File: src/bus_wait_pkg.sv
package bus_wait_pkg;

	// Register offsets on the plain register port
	localparam logic [2:0] CTRL_OFS     = 3'h0;
	localparam logic [2:0] STAT_OFS     = 3'h1;
	localparam logic [2:0] SHIFT_OFS    = 3'h2;
	localparam logic [2:0] OWN_OFS      = 3'h3;
	localparam logic [2:0] IRQ_STAT_OFS = 3'h4;
	localparam logic [2:0] IRQ_MASK_OFS = 3'h5;

	// Bus control register fields
	localparam int STOP_TRIG_BIT  = 0;
	localparam int START_TRIG_BIT = 1;
	localparam int ACK_EN_BIT     = 2;
	localparam int WAIT_TIM_BIT   = 3;
	localparam int STOP_IRQ_BIT   = 4;
	localparam int WAIT_REL_BIT   = 5;
	localparam int MASTER_BIT     = 6;
	// Trigger bits are not stored and read back as zero
	localparam logic [7:0] CTRL_KEEP_MASK = 8'h5c;

	// Status register fields
	localparam int STAT_STOP_BIT    = 0;
	localparam int STAT_RESTART_BIT = 1;
	localparam int STAT_WAIT_BIT    = 2;
	localparam int STAT_ACK_BIT     = 3;
	localparam int STAT_EXT_BIT     = 4;
	localparam int STAT_TRC_BIT     = 5;
	localparam int STAT_SEL_BIT     = 6;
	localparam int STAT_BUSY_BIT    = 7;

	// Interrupt status and mask fields
	localparam int IRQ_BYTE_BIT = 0;
	localparam int IRQ_STOP_BIT = 1;
	localparam int IRQ_W        = 2;

	// Reset values
	localparam logic [7:0] CTRL_RST  = 8'h00;
	localparam logic [7:0] SHIFT_RST = 8'hff;
	localparam logic [7:0] OWN_RST   = 8'h00;
	localparam logic [1:0] MASK_RST  = 2'h0;

	// Serial clock numbers within one byte
	localparam logic [3:0] CLK_LAST_DATA = 4'h8;
	localparam logic [3:0] CLK_ACK       = 4'h9;

	// Upper nibbles that mark an extension code
	localparam logic [3:0] EXT_HI_LOW  = 4'h0;
	localparam logic [3:0] EXT_HI_HIGH = 4'hf;

	typedef enum logic [1:0] {PH_IDLE, PH_ADDR, PH_DATA} phase_e;

endpackage

File: src/bus_wait_ctrl.sv
// What this block does
// A waiting device holds the clock low; next byte starts once both released.
// Data phase: interrupt and wait at clock 8 fall, or 9 with timing bit set.
// Master address phase: interrupt and wait at clock 9 fall, timing bit ignored.
// Slave address phase: interrupt and wait at clock 9 only on own-address match.
// Own-address match: slave drives acknowledge whatever the ack-enable bit says.
// Slave receiving an extension code raises the interrupt at clock 8 fall.
// Unmatched address after repeated start: interrupt at clock 9, no wait.
// Address matching neither own nor extension, without repeated start: no interrupt and no wait.
// Receiver and transmitter both leave wait on release bit or shift write.
// Master also leaves wait on start or stop trigger; slave cannot.
// With eight-clock wait, software fixes ack-enable before releasing the wait.
// Every byte interrupt and wait entry is tied to a serial clock falling edge; the stop interrupt is not.
// A stop condition on the bus raises the bus interrupt when stop-irq-enable is set.
// Line data is captured into the shift register even while transmitting.
// Stop interrupt only with stop-irq-enable set; stop flag set regardless.
// Nine-clock wait with ack-enable set drives acknowledge from clock 8 fall.
// Wait release lets go of the clock line so the pull-up raises it.
`timescale 1ns/10ps
module bus_wait_ctrl
	import bus_wait_pkg::*;
(
	input  wire logic       mclk,
	input  wire logic       arst_n,
	input  wire logic [2:0] addr,
	input  wire logic [7:0] wdata,
	input  wire logic       wr_en,
	input  wire logic       rd_en,
	output logic      [7:0] rdata,
	input  wire logic       scl_in,
	output logic            scl_out,
	output logic            scl_oe_n,
	input  wire logic       sda_in,
	output logic            sda_out,
	output logic            sda_oe_n,
	output logic            bus_event_interrupt
);
	import bus_wait_pkg::*;

	logic              scl_s;
	logic              sda_s;
	logic              scl_d_ff;
	logic              sda_d_ff;
	logic [7:0]        ctrl_ff;
	logic [7:0]        shift_ff;
	logic [7:0]        own_ff;
	logic [IRQ_W-1:0]  irq_stat_ff;
	logic [IRQ_W-1:0]  mask_ff;
	logic [IRQ_W-1:0]  irq_set;
	logic [IRQ_W-1:0]  nxt_irq_stat;
	logic [7:0]        rdata_ff;
	logic [3:0]        rise_no_ff;
	phase_e            phase_ff;
	logic              busy_ff;
	logic              restart_ff;
	logic              sel_ff;
	logic              trc_ff;
	logic              exc_ff;
	logic              ack_rx_ff;
	logic              stop_flag_ff;
	logic              rx8_wait_ff;
	logic              rel_pend_ff;
	logic              scl_oe_n_ff;
	logic              sda_oe_n_ff;
	logic              irq_out_ff;
	logic              own_hit;
	logic              ext_hit;
	logic [7:0]        stat_w;
	logic [7:0]        rd_mux;

	line_sync3 u_scl_sync
	(
		.mclk       (mclk),
		.arst_n     (arst_n),
		.line_in    (scl_in),
		.line_level (scl_s)
	);

	line_sync3 u_sda_sync
	(
		.mclk       (mclk),
		.arst_n     (arst_n),
		.line_in    (sda_in),
		.line_level (sda_s)
	);

	addr_classify u_addr_classify
	(
		.rx_byte  (shift_ff),
		.own_addr (own_ff),
		.own_hit  (own_hit),
		.ext_hit  (ext_hit)
	);

	// Line events
	wire scl_rise  = scl_s & ~scl_d_ff;
	wire scl_fall  = ~scl_s & scl_d_ff;
	wire start_det = scl_s & scl_d_ff & sda_d_ff & ~sda_s;
	wire stop_det  = scl_s & scl_d_ff & ~sda_d_ff & sda_s;

	// Register decode
	wire wr_ctrl  = wr_en & (addr == CTRL_OFS);
	wire wr_shift = wr_en & (addr == SHIFT_OFS);
	wire wr_own   = wr_en & (addr == OWN_OFS);
	wire wr_mask  = wr_en & (addr == IRQ_MASK_OFS);
	wire rd_irq   = rd_en & (addr == IRQ_STAT_OFS);

	wire is_master  = ctrl_ff[MASTER_BIT];
	wire wait_tim9  = ctrl_ff[WAIT_TIM_BIT];
	wire in_wait    = ~scl_oe_n_ff;
	wire ack_en_now = wr_ctrl ? wdata[ACK_EN_BIT] : ctrl_ff[ACK_EN_BIT];

	// Any shift write releases; FFH is the usual receive-side value
	wire rel_by_bit  = wr_ctrl & wdata[WAIT_REL_BIT];
	wire rel_by_trig = wr_ctrl & is_master & (wdata[START_TRIG_BIT] | wdata[STOP_TRIG_BIT]);
	wire wait_rel    = in_wait & (wr_shift | rel_by_bit | rel_by_trig);

	wire fall8   = scl_fall & (rise_no_ff == CLK_LAST_DATA);
	wire fall9   = scl_fall & (rise_no_ff == CLK_ACK);
	wire ph_addr = (phase_ff == PH_ADDR);
	wire ph_data = (phase_ff == PH_DATA);
	wire involved = is_master | sel_ff;

	// Address phase timing; match is settled once eight bits are in
	wire slave_own  = ~is_master & own_hit;
	wire slave_ext  = ~is_master & ~own_hit & ext_hit;
	wire ext_ev8    = ph_addr & fall8 & slave_ext;
	wire addr_wait9 = ph_addr & fall9 & (is_master | slave_own);
	wire restart_miss = ph_addr & fall9 & ~is_master & ~own_hit & ~ext_hit & restart_ff;

	// Data phase timing follows the wait-timing bit
	wire data_ev8 = ph_data & involved & fall8 & ~wait_tim9;
	wire data_ev9 = ph_data & involved & fall9 & wait_tim9;

	// Every source is gated by a clock falling edge
	wire byte_ev  = ext_ev8 | addr_wait9 | restart_miss | data_ev8 | data_ev9;
	wire wait_set = ext_ev8 | addr_wait9 | data_ev8 | data_ev9;

	// Direction after the address byte, bit 0 is the direction bit
	wire addr_keep = is_master | own_hit | ext_hit;
	wire trc_next  = ph_addr ? (is_master ? ~shift_ff[0] : shift_ff[0]) : trc_ff;
	wire rx_ack16  = ph_data & involved & ~trc_ff & wait_tim9 & ctrl_ff[ACK_EN_BIT];

	assign irq_set[IRQ_BYTE_BIT] = byte_ev;
	assign irq_set[IRQ_STOP_BIT] = stop_det & ctrl_ff[STOP_IRQ_BIT];
	// Set wins over clear-on-read
	assign nxt_irq_stat = (irq_stat_ff & ~(rd_irq ? {IRQ_W{1'b1}} : {IRQ_W{1'b0}})) | irq_set;

	assign stat_w[STAT_STOP_BIT]    = stop_flag_ff;
	assign stat_w[STAT_RESTART_BIT] = restart_ff;
	assign stat_w[STAT_WAIT_BIT]    = in_wait;
	assign stat_w[STAT_ACK_BIT]     = ack_rx_ff;
	assign stat_w[STAT_EXT_BIT]     = exc_ff;
	assign stat_w[STAT_TRC_BIT]     = trc_ff;
	assign stat_w[STAT_SEL_BIT]     = sel_ff;
	assign stat_w[STAT_BUSY_BIT]    = busy_ff;

	assign rd_mux = (addr == CTRL_OFS)     ? ctrl_ff :
	                (addr == STAT_OFS)     ? stat_w :
	                (addr == SHIFT_OFS)    ? shift_ff :
	                (addr == OWN_OFS)      ? own_ff :
	                (addr == IRQ_STAT_OFS) ? {6'h00, irq_stat_ff} :
	                (addr == IRQ_MASK_OFS) ? {6'h00, mask_ff} : 8'h00;

	// Line history and software registers
	always_ff @(posedge mclk or negedge arst_n)
	begin
		if (!arst_n)
		begin
			scl_d_ff    <= 1'b1;
			sda_d_ff    <= 1'b1;
			ctrl_ff     <= CTRL_RST;
			own_ff      <= OWN_RST;
			mask_ff     <= MASK_RST;
			irq_stat_ff <= '0;
			rdata_ff    <= 8'h00;
			irq_out_ff  <= 1'b0;
		end
		else
		begin
			scl_d_ff    <= scl_s;
			sda_d_ff    <= sda_s;
			irq_stat_ff <= nxt_irq_stat;
			rdata_ff    <= rd_en ? rd_mux : 8'h00;
			// One cycle behind the status bits, kept registered for a clean pin
			irq_out_ff  <= |(irq_stat_ff & mask_ff);
			if (wr_ctrl)
				ctrl_ff <= wdata & CTRL_KEEP_MASK;
			if (wr_own)
				own_ff <= wdata;
			if (wr_mask)
				mask_ff <= wdata[IRQ_W-1:0];
		end
	end

	// Bit counter and shift register
	always_ff @(posedge mclk or negedge arst_n)
	begin
		if (!arst_n)
		begin
			rise_no_ff <= 4'h0;
			shift_ff   <= SHIFT_RST;
			ack_rx_ff  <= 1'b0;
		end
		else
		begin
			if (start_det || fall9)
				rise_no_ff <= 4'h0;
			else if (scl_rise && rise_no_ff < CLK_ACK)
				rise_no_ff <= rise_no_ff + 4'h1;
			// A software write beats a capture in the same cycle
			if (wr_shift)
				shift_ff <= wdata;
			else if (scl_rise && rise_no_ff < CLK_LAST_DATA && phase_ff != PH_IDLE)
				shift_ff <= {shift_ff[6:0], sda_s};
			if (scl_rise && rise_no_ff == CLK_LAST_DATA && trc_ff)
				ack_rx_ff <= ~sda_s;
		end
	end

	// Phase, role and flags
	always_ff @(posedge mclk or negedge arst_n)
	begin
		if (!arst_n)
		begin
			phase_ff     <= PH_IDLE;
			busy_ff      <= 1'b0;
			restart_ff   <= 1'b0;
			sel_ff       <= 1'b0;
			trc_ff       <= 1'b0;
			exc_ff       <= 1'b0;
			stop_flag_ff <= 1'b0;
		end
		else if (stop_det)
		begin
			phase_ff     <= PH_IDLE;
			busy_ff      <= 1'b0;
			sel_ff       <= 1'b0;
			trc_ff       <= 1'b0;
			stop_flag_ff <= 1'b1;
		end
		else if (start_det)
		begin
			phase_ff     <= PH_ADDR;
			busy_ff      <= 1'b1;
			restart_ff   <= busy_ff;
			sel_ff       <= 1'b0;
			exc_ff       <= 1'b0;
			trc_ff       <= is_master;
			stop_flag_ff <= 1'b0;
		end
		else
		begin
			if (ext_ev8)
				exc_ff <= 1'b1;
			if (ph_addr && fall9)
			begin
				phase_ff <= addr_keep ? PH_DATA : PH_IDLE;
				sel_ff   <= ~is_master & (own_hit | ext_hit);
				trc_ff   <= addr_keep & trc_next;
			end
		end
	end

	// Clock stretch; the shared low line keeps both ends in step
	always_ff @(posedge mclk or negedge arst_n)
	begin
		if (!arst_n)
		begin
			scl_oe_n_ff <= 1'b1;
			rx8_wait_ff <= 1'b0;
			rel_pend_ff <= 1'b0;
		end
		else if (stop_det || start_det || rel_pend_ff || (wait_rel && !rx8_wait_ff))
		begin
			scl_oe_n_ff <= 1'b1;
			rx8_wait_ff <= 1'b0;
			rel_pend_ff <= 1'b0;
		end
		else if (wait_rel)
			// Ack settles a cycle before the clock goes, so data never moves under a high clock
			rel_pend_ff <= 1'b1;
		else if (wait_set)
		begin
			scl_oe_n_ff <= 1'b0;
			rx8_wait_ff <= data_ev8 & ~trc_ff;
		end
	end

	// Data line drive
	always_ff @(posedge mclk or negedge arst_n)
	begin
		if (!arst_n)
			sda_oe_n_ff <= 1'b1;
		else if (stop_det || start_det)
			sda_oe_n_ff <= 1'b1;
		else if (wr_shift && trc_ff && rise_no_ff == 4'h0)
			sda_oe_n_ff <= wdata[7];
		else if (wait_rel && rx8_wait_ff)
			sda_oe_n_ff <= ~ack_en_now;
		else if (fall8)
			sda_oe_n_ff <= ~((ph_addr & slave_own) | rx_ack16);
		else if (fall9)
			sda_oe_n_ff <= ~(addr_keep | ph_data) | ~trc_next | shift_ff[7];
		else if (scl_fall && trc_ff && rise_no_ff < CLK_LAST_DATA)
			sda_oe_n_ff <= shift_ff[7];
	end

	assign rdata               = rdata_ff;
	assign scl_out             = 1'b0;
	assign sda_out             = 1'b0;
	assign scl_oe_n            = scl_oe_n_ff;
	assign sda_oe_n            = sda_oe_n_ff;
	assign bus_event_interrupt = irq_out_ff;
endmodule

File: src/line_sync3.sv
`timescale 1ns/10ps
module line_sync3
(
	input  wire logic mclk,
	input  wire logic arst_n,
	input  wire logic line_in,
	output logic      line_level
);
	logic s1_ff;
	logic s2_ff;
	logic s3_ff;

	// Idle bus level is high, so reset to one
	always_ff @(posedge mclk or negedge arst_n)
	begin
		if (!arst_n)
		begin
			s1_ff      <= 1'b1;
			s2_ff      <= 1'b1;
			s3_ff      <= 1'b1;
			line_level <= 1'b1;
		end
		else
		begin
			s1_ff <= line_in;
			s2_ff <= s1_ff;
			s3_ff <= s2_ff;
			// Change is taken only once two stages agree
			if (s2_ff == s3_ff)
				line_level <= s3_ff;
		end
	end
endmodule

File: src/addr_classify.sv
`timescale 1ns/10ps
module addr_classify
	import bus_wait_pkg::*;
(
	input  wire logic [7:0] rx_byte,
	input  wire logic [7:0] own_addr,
	output logic            own_hit,
	output logic            ext_hit
);
	// Address sits in the upper seven bits, direction in bit 0
	assign own_hit = (rx_byte[7:1] == own_addr[7:1]);
	assign ext_hit = (rx_byte[7:4] == EXT_HI_LOW) || (rx_byte[7:4] == EXT_HI_HIGH);
endmodule

File: config.mk
export PLATFORM = sky130hd
export DESIGN_NAME = bus_wait_ctrl
export DESIGN_NICKNAME = d
export VERILOG_FILES = /design/src/bus_wait_pkg.sv /design/src/bus_wait_ctrl.sv /design/src/line_sync3.sv /design/src/addr_classify.sv
export SDC_FILE = /design/constraint.sdc
export NUM_CORES = 1
export LEC_CHECK = 0
export BUFFER_PORTS_ARGS = -buffer_cell sky130_fd_sc_hd__buf_2
export CAP_MARGIN = 10
export CORE_UTILIZATION = 25
export DETAILED_ROUTE_END_ITERATION = 8
export HOLD_SLACK_MARGIN = 0.15
export SLEW_MARGIN = 30
export SYNTH_ARGS = -nofsm -noshare
export SYNTH_HDL_FRONTEND = slang
export SYNTH_SLANG_ARGS = --single-unit
File: constraint.sdc
create_clock -name mclk -period 1.9 [get_ports mclk]
set_input_delay 0.19 -clock mclk [delete_from_list [all_inputs] [get_ports mclk]]
set_output_delay 0.19 -clock mclk [all_outputs]
set_load 0.02 [all_outputs]
==> results.md <==
* Final core utilization at 0.334
* Total power at 4.83 mW
* I/O Buffers at 27
* Data required, critical path at 2150 ps
* Leak at 1.71 nW
* R2R setup slack at 8 ps
* Clock buffer depth at 2
* FFs w/ async S/R, synth at 1.00
* Register area at 1530 um^2
* Vias in the first global route at 2,404
* Mapped Cells at 289
* Period utilization at 0.996
* CTS Root Cell: clkbuf_16
* Fraction of layout instances using a drive strength above 1 at 0.347
* ANT nets after route at 0
* Cell Chain, Critical Path: inv_2 > ha_2 > nand2b_1 > or2_2 > a31o_2 > a31oi_1 > o311ai_4 > o211ai_1
* Share of the synthesized area in the top cell type at 0.324
* WHS at 227 ps
* Buf/Inv on CP at 1
* Largest net degree at the start of global routing at 61
* Ant. Diodes at 0
* Grt ovf at 0
* Startpoint types: flip-flop
* FF-to-FF Start: rise_no_ff[1]
* Synth unique cells at 55
* Footprint of the multi-input gates at 1510 um^2
* WS Path Type: flip-flop to flip-flop
* CTS tree: done
* Slew HR at 0.654
* Die area at 12,800 um^2
* Hold_sp: wdata[0]
* Setup violations, final at 0
* Residual DRC at 0
* Synth area leader: dfrtp_1
* CTS sink count at 60
* Initial core utilization at 0.257
* Critical Path Max Stage Delay at 400 ps
* Clk slew on worst S/H paths at 50 ps
* Crit-path max FO at 3
* RePlAce Congestion at 0.845
* CTS Buf Count at 9
* DR iter-0 viols at 114
* Slew @ Worst Pin at 506 ps
* EDFF count, synth at 0
* WL/cell at 14.7 um
* Rows at 40
* CP top delay family: compound AO/OA/AOI/OAI gates
* Setup Skew at 5.85 ps
* Crit. End Element: flip-flop
* VDD IR max at 346 uV
* Highest Clock Rate at 529 MHz
* Pwr/cell area at 1200 nW/um^2
* Critical register-to-register path endpoint: sda_oe_n
* Slew Limit Fails at 0
* Layout area overhead at 29.7%
* Drt first pass iters at 5
* Reg2reg path depth at 8
* Ys Warns at 0
* First-pass GRT wire length at 12.1 mm
* Initial antenna violation count at 0
* Yosys reg bits at 60
* Arr. time, crit path at 2140 ps
* Minimum clock period at 1890 ps
* Synth top area cells: dfrtp_1 32%, dfstp_2 17%, mux2i_1 5.2%
* HPWL after DPL at 5.39 mm
* Fin nets at 373
* Post-synthesis sequential area ratio at 0.494
* Fill cell count at 1,239
* Max_cap viols at 0
* RSZ-0062 raised after global routing: true
* Hold Fails Final Rpt at 0
* Drt total wl at 7.41 mm
* Synthesized area at 3090 um^2
* Syn avg cell area at 10.7 um^2
* # IOs at 30
* Number of vias per cell at 4.79
* Slowest CP cell: dfrtp_1
* H-tree Lvls at 3
* Hold Crit Depth at 4
* HP Class: input port to flip-flop
* Chip Height at 113 um
* Worst-Skew Late Latency at 330 ps
* GRT Resource Usage Total at 0.124
* Post-synth top flop: dfrtp_1
* Status: finished clean
* Via count at 2,416
* Die Span X at 113 um
* Area of the core at 12,000 um^2
* Endpoint, Worst Hold: shift_ff[0]
==> tightest hold or removal path: cells and delay by family <==
kind	cells	cell delay [ps]
buf+inv	2	260
simple gates	1	50
compound gates	1	50
==> cells in the final DEF (no fill, tap or decap), drive strengths merged, types with 6 or more instances in the layout <==
master and instances:
a21oi 6, buf 55, clkbuf 11, dfrtp 40, dfstp 20, dlygate4sd3 12, inv 9, mux2 14
mux2i 16, nand2 31, nand2b 7, nor2 21, nor2b 7, nor3 7, o211ai 7, o21ai 20
xnor2 9
==> cell usage after synthesis (all sizes together) (3+ instances only) <==
cell	n
dfrtp	40
nand2	31
nor2	21
dfstp	20
o21ai	20
mux2i	16
mux2	14
buf	9
inv	9
xnor2	9
nand2b	7
nor2b	7
nor3	7
o211ai	7
a21oi	6
clkbuf	6
nand3	4
nand4	4
a22oi	3
and3	3
ha	3
nand4b	3
nor4	3
o21a	3
==> state kept, by name, summed over array words and instances (netlist names), 2 cells and up <==
| register | flops |
|---|---|
| own_ff | 8 |
| rise_no_ff | 4 |
| mask_ff | 2 |
| rdata | 8 |
| shift_ff | 8 |
| phase_ff | 2 |
| ctrl_ff | 4 |
| irq_stat_ff | 2 |
==> cells by family after synthesis <==
group,after synthesis,synth area share
other cells,1,0.00121
simple gates,100,0.174
mux,32,0.117
buf+inv,24,0.0336
compound gates,56,0.130
fa+ha+maj,5,0.0186
flops,60,0.494
xor+xnor,11,0.0312
==> repair_timing <==
| item | 4_1_cts | 5_1_grt |
|---|---|---|
| endpoints found under the hold margin | 76 | 0 |
| cloned | 0 | 0 |
| resized for setup | 0 | 7 |
| endpoints found under the setup margin | 1 | 3 |
| pin swaps | 3 | 0 |
| hold buffers | 12 | 0 |
| buffers inserted | 2 | 0 |
==> layout make-up <==
type                            count  share of cell area
Inverter                            9             0.00843
Clock inverter                      4             0.00624
Sequential cell                    60               0.381
Multi-Input combinational cell    206               0.376
Tap cell                          147              0.0459
Timing Repair Buffer               67               0.119
Clock buffer                       11              0.0630
==> report_power, final <==
| part | internal [mW] | switching, mW |
|---|---|---|
| clock | 0.938 | 0.550 |
| sequential | 1.66 | 0.341 |
| combinational | 0.652 | 0.693 |
==> metal layers <==
metal	up-vias	track usage	share of wire	wire [um]
met5	-	0	0	0
met4	0	0.0447	0.010	77
met1	1195	0.157	0.47	3490
met2	43	0.199	0.48	3580
met3	8	0.0370	0.035	261
li1	1170	-	-	-
==> metrics by stage <==
step | cells | cell area, um^2 | setup WS [ps] | setup TNS, ps
finish | 504 | 4010 | 7.89 | 0
global route | 504 | 4010 | -73.0 | -117
CTS | 504 | 3970 | 27.9 | 0
detailed placement | 475 | 3560 | -20.3 | -20.3
global placement | 475 | 3560 | 36.3 | 0
floorplan | 290 | 3100 | 77.1 | 0
==> worst max path at each step <==
stage / slack, ps / depth (start not counted) / to / startpoint
6_report: 8 / 8 / sda_oe_n / rise_no_ff[1]
5_1_grt: -70 / 6 / rx8_wait_ff / shift_ff[6]
4_1_cts: 30 / 8 / sda_oe_n / rise_no_ff[1]
3_5_place_dp: -20 / 6 / rx8_wait_ff / shift_ff[6]
3_3_place_gp: 40 / 6 / rx8_wait_ff / shift_ff[6]
2_1_floorplan: 80 / 6 / rx8_wait_ff / shift_ff[6]
Note: power is estimated with default switching activity, not from simulation.
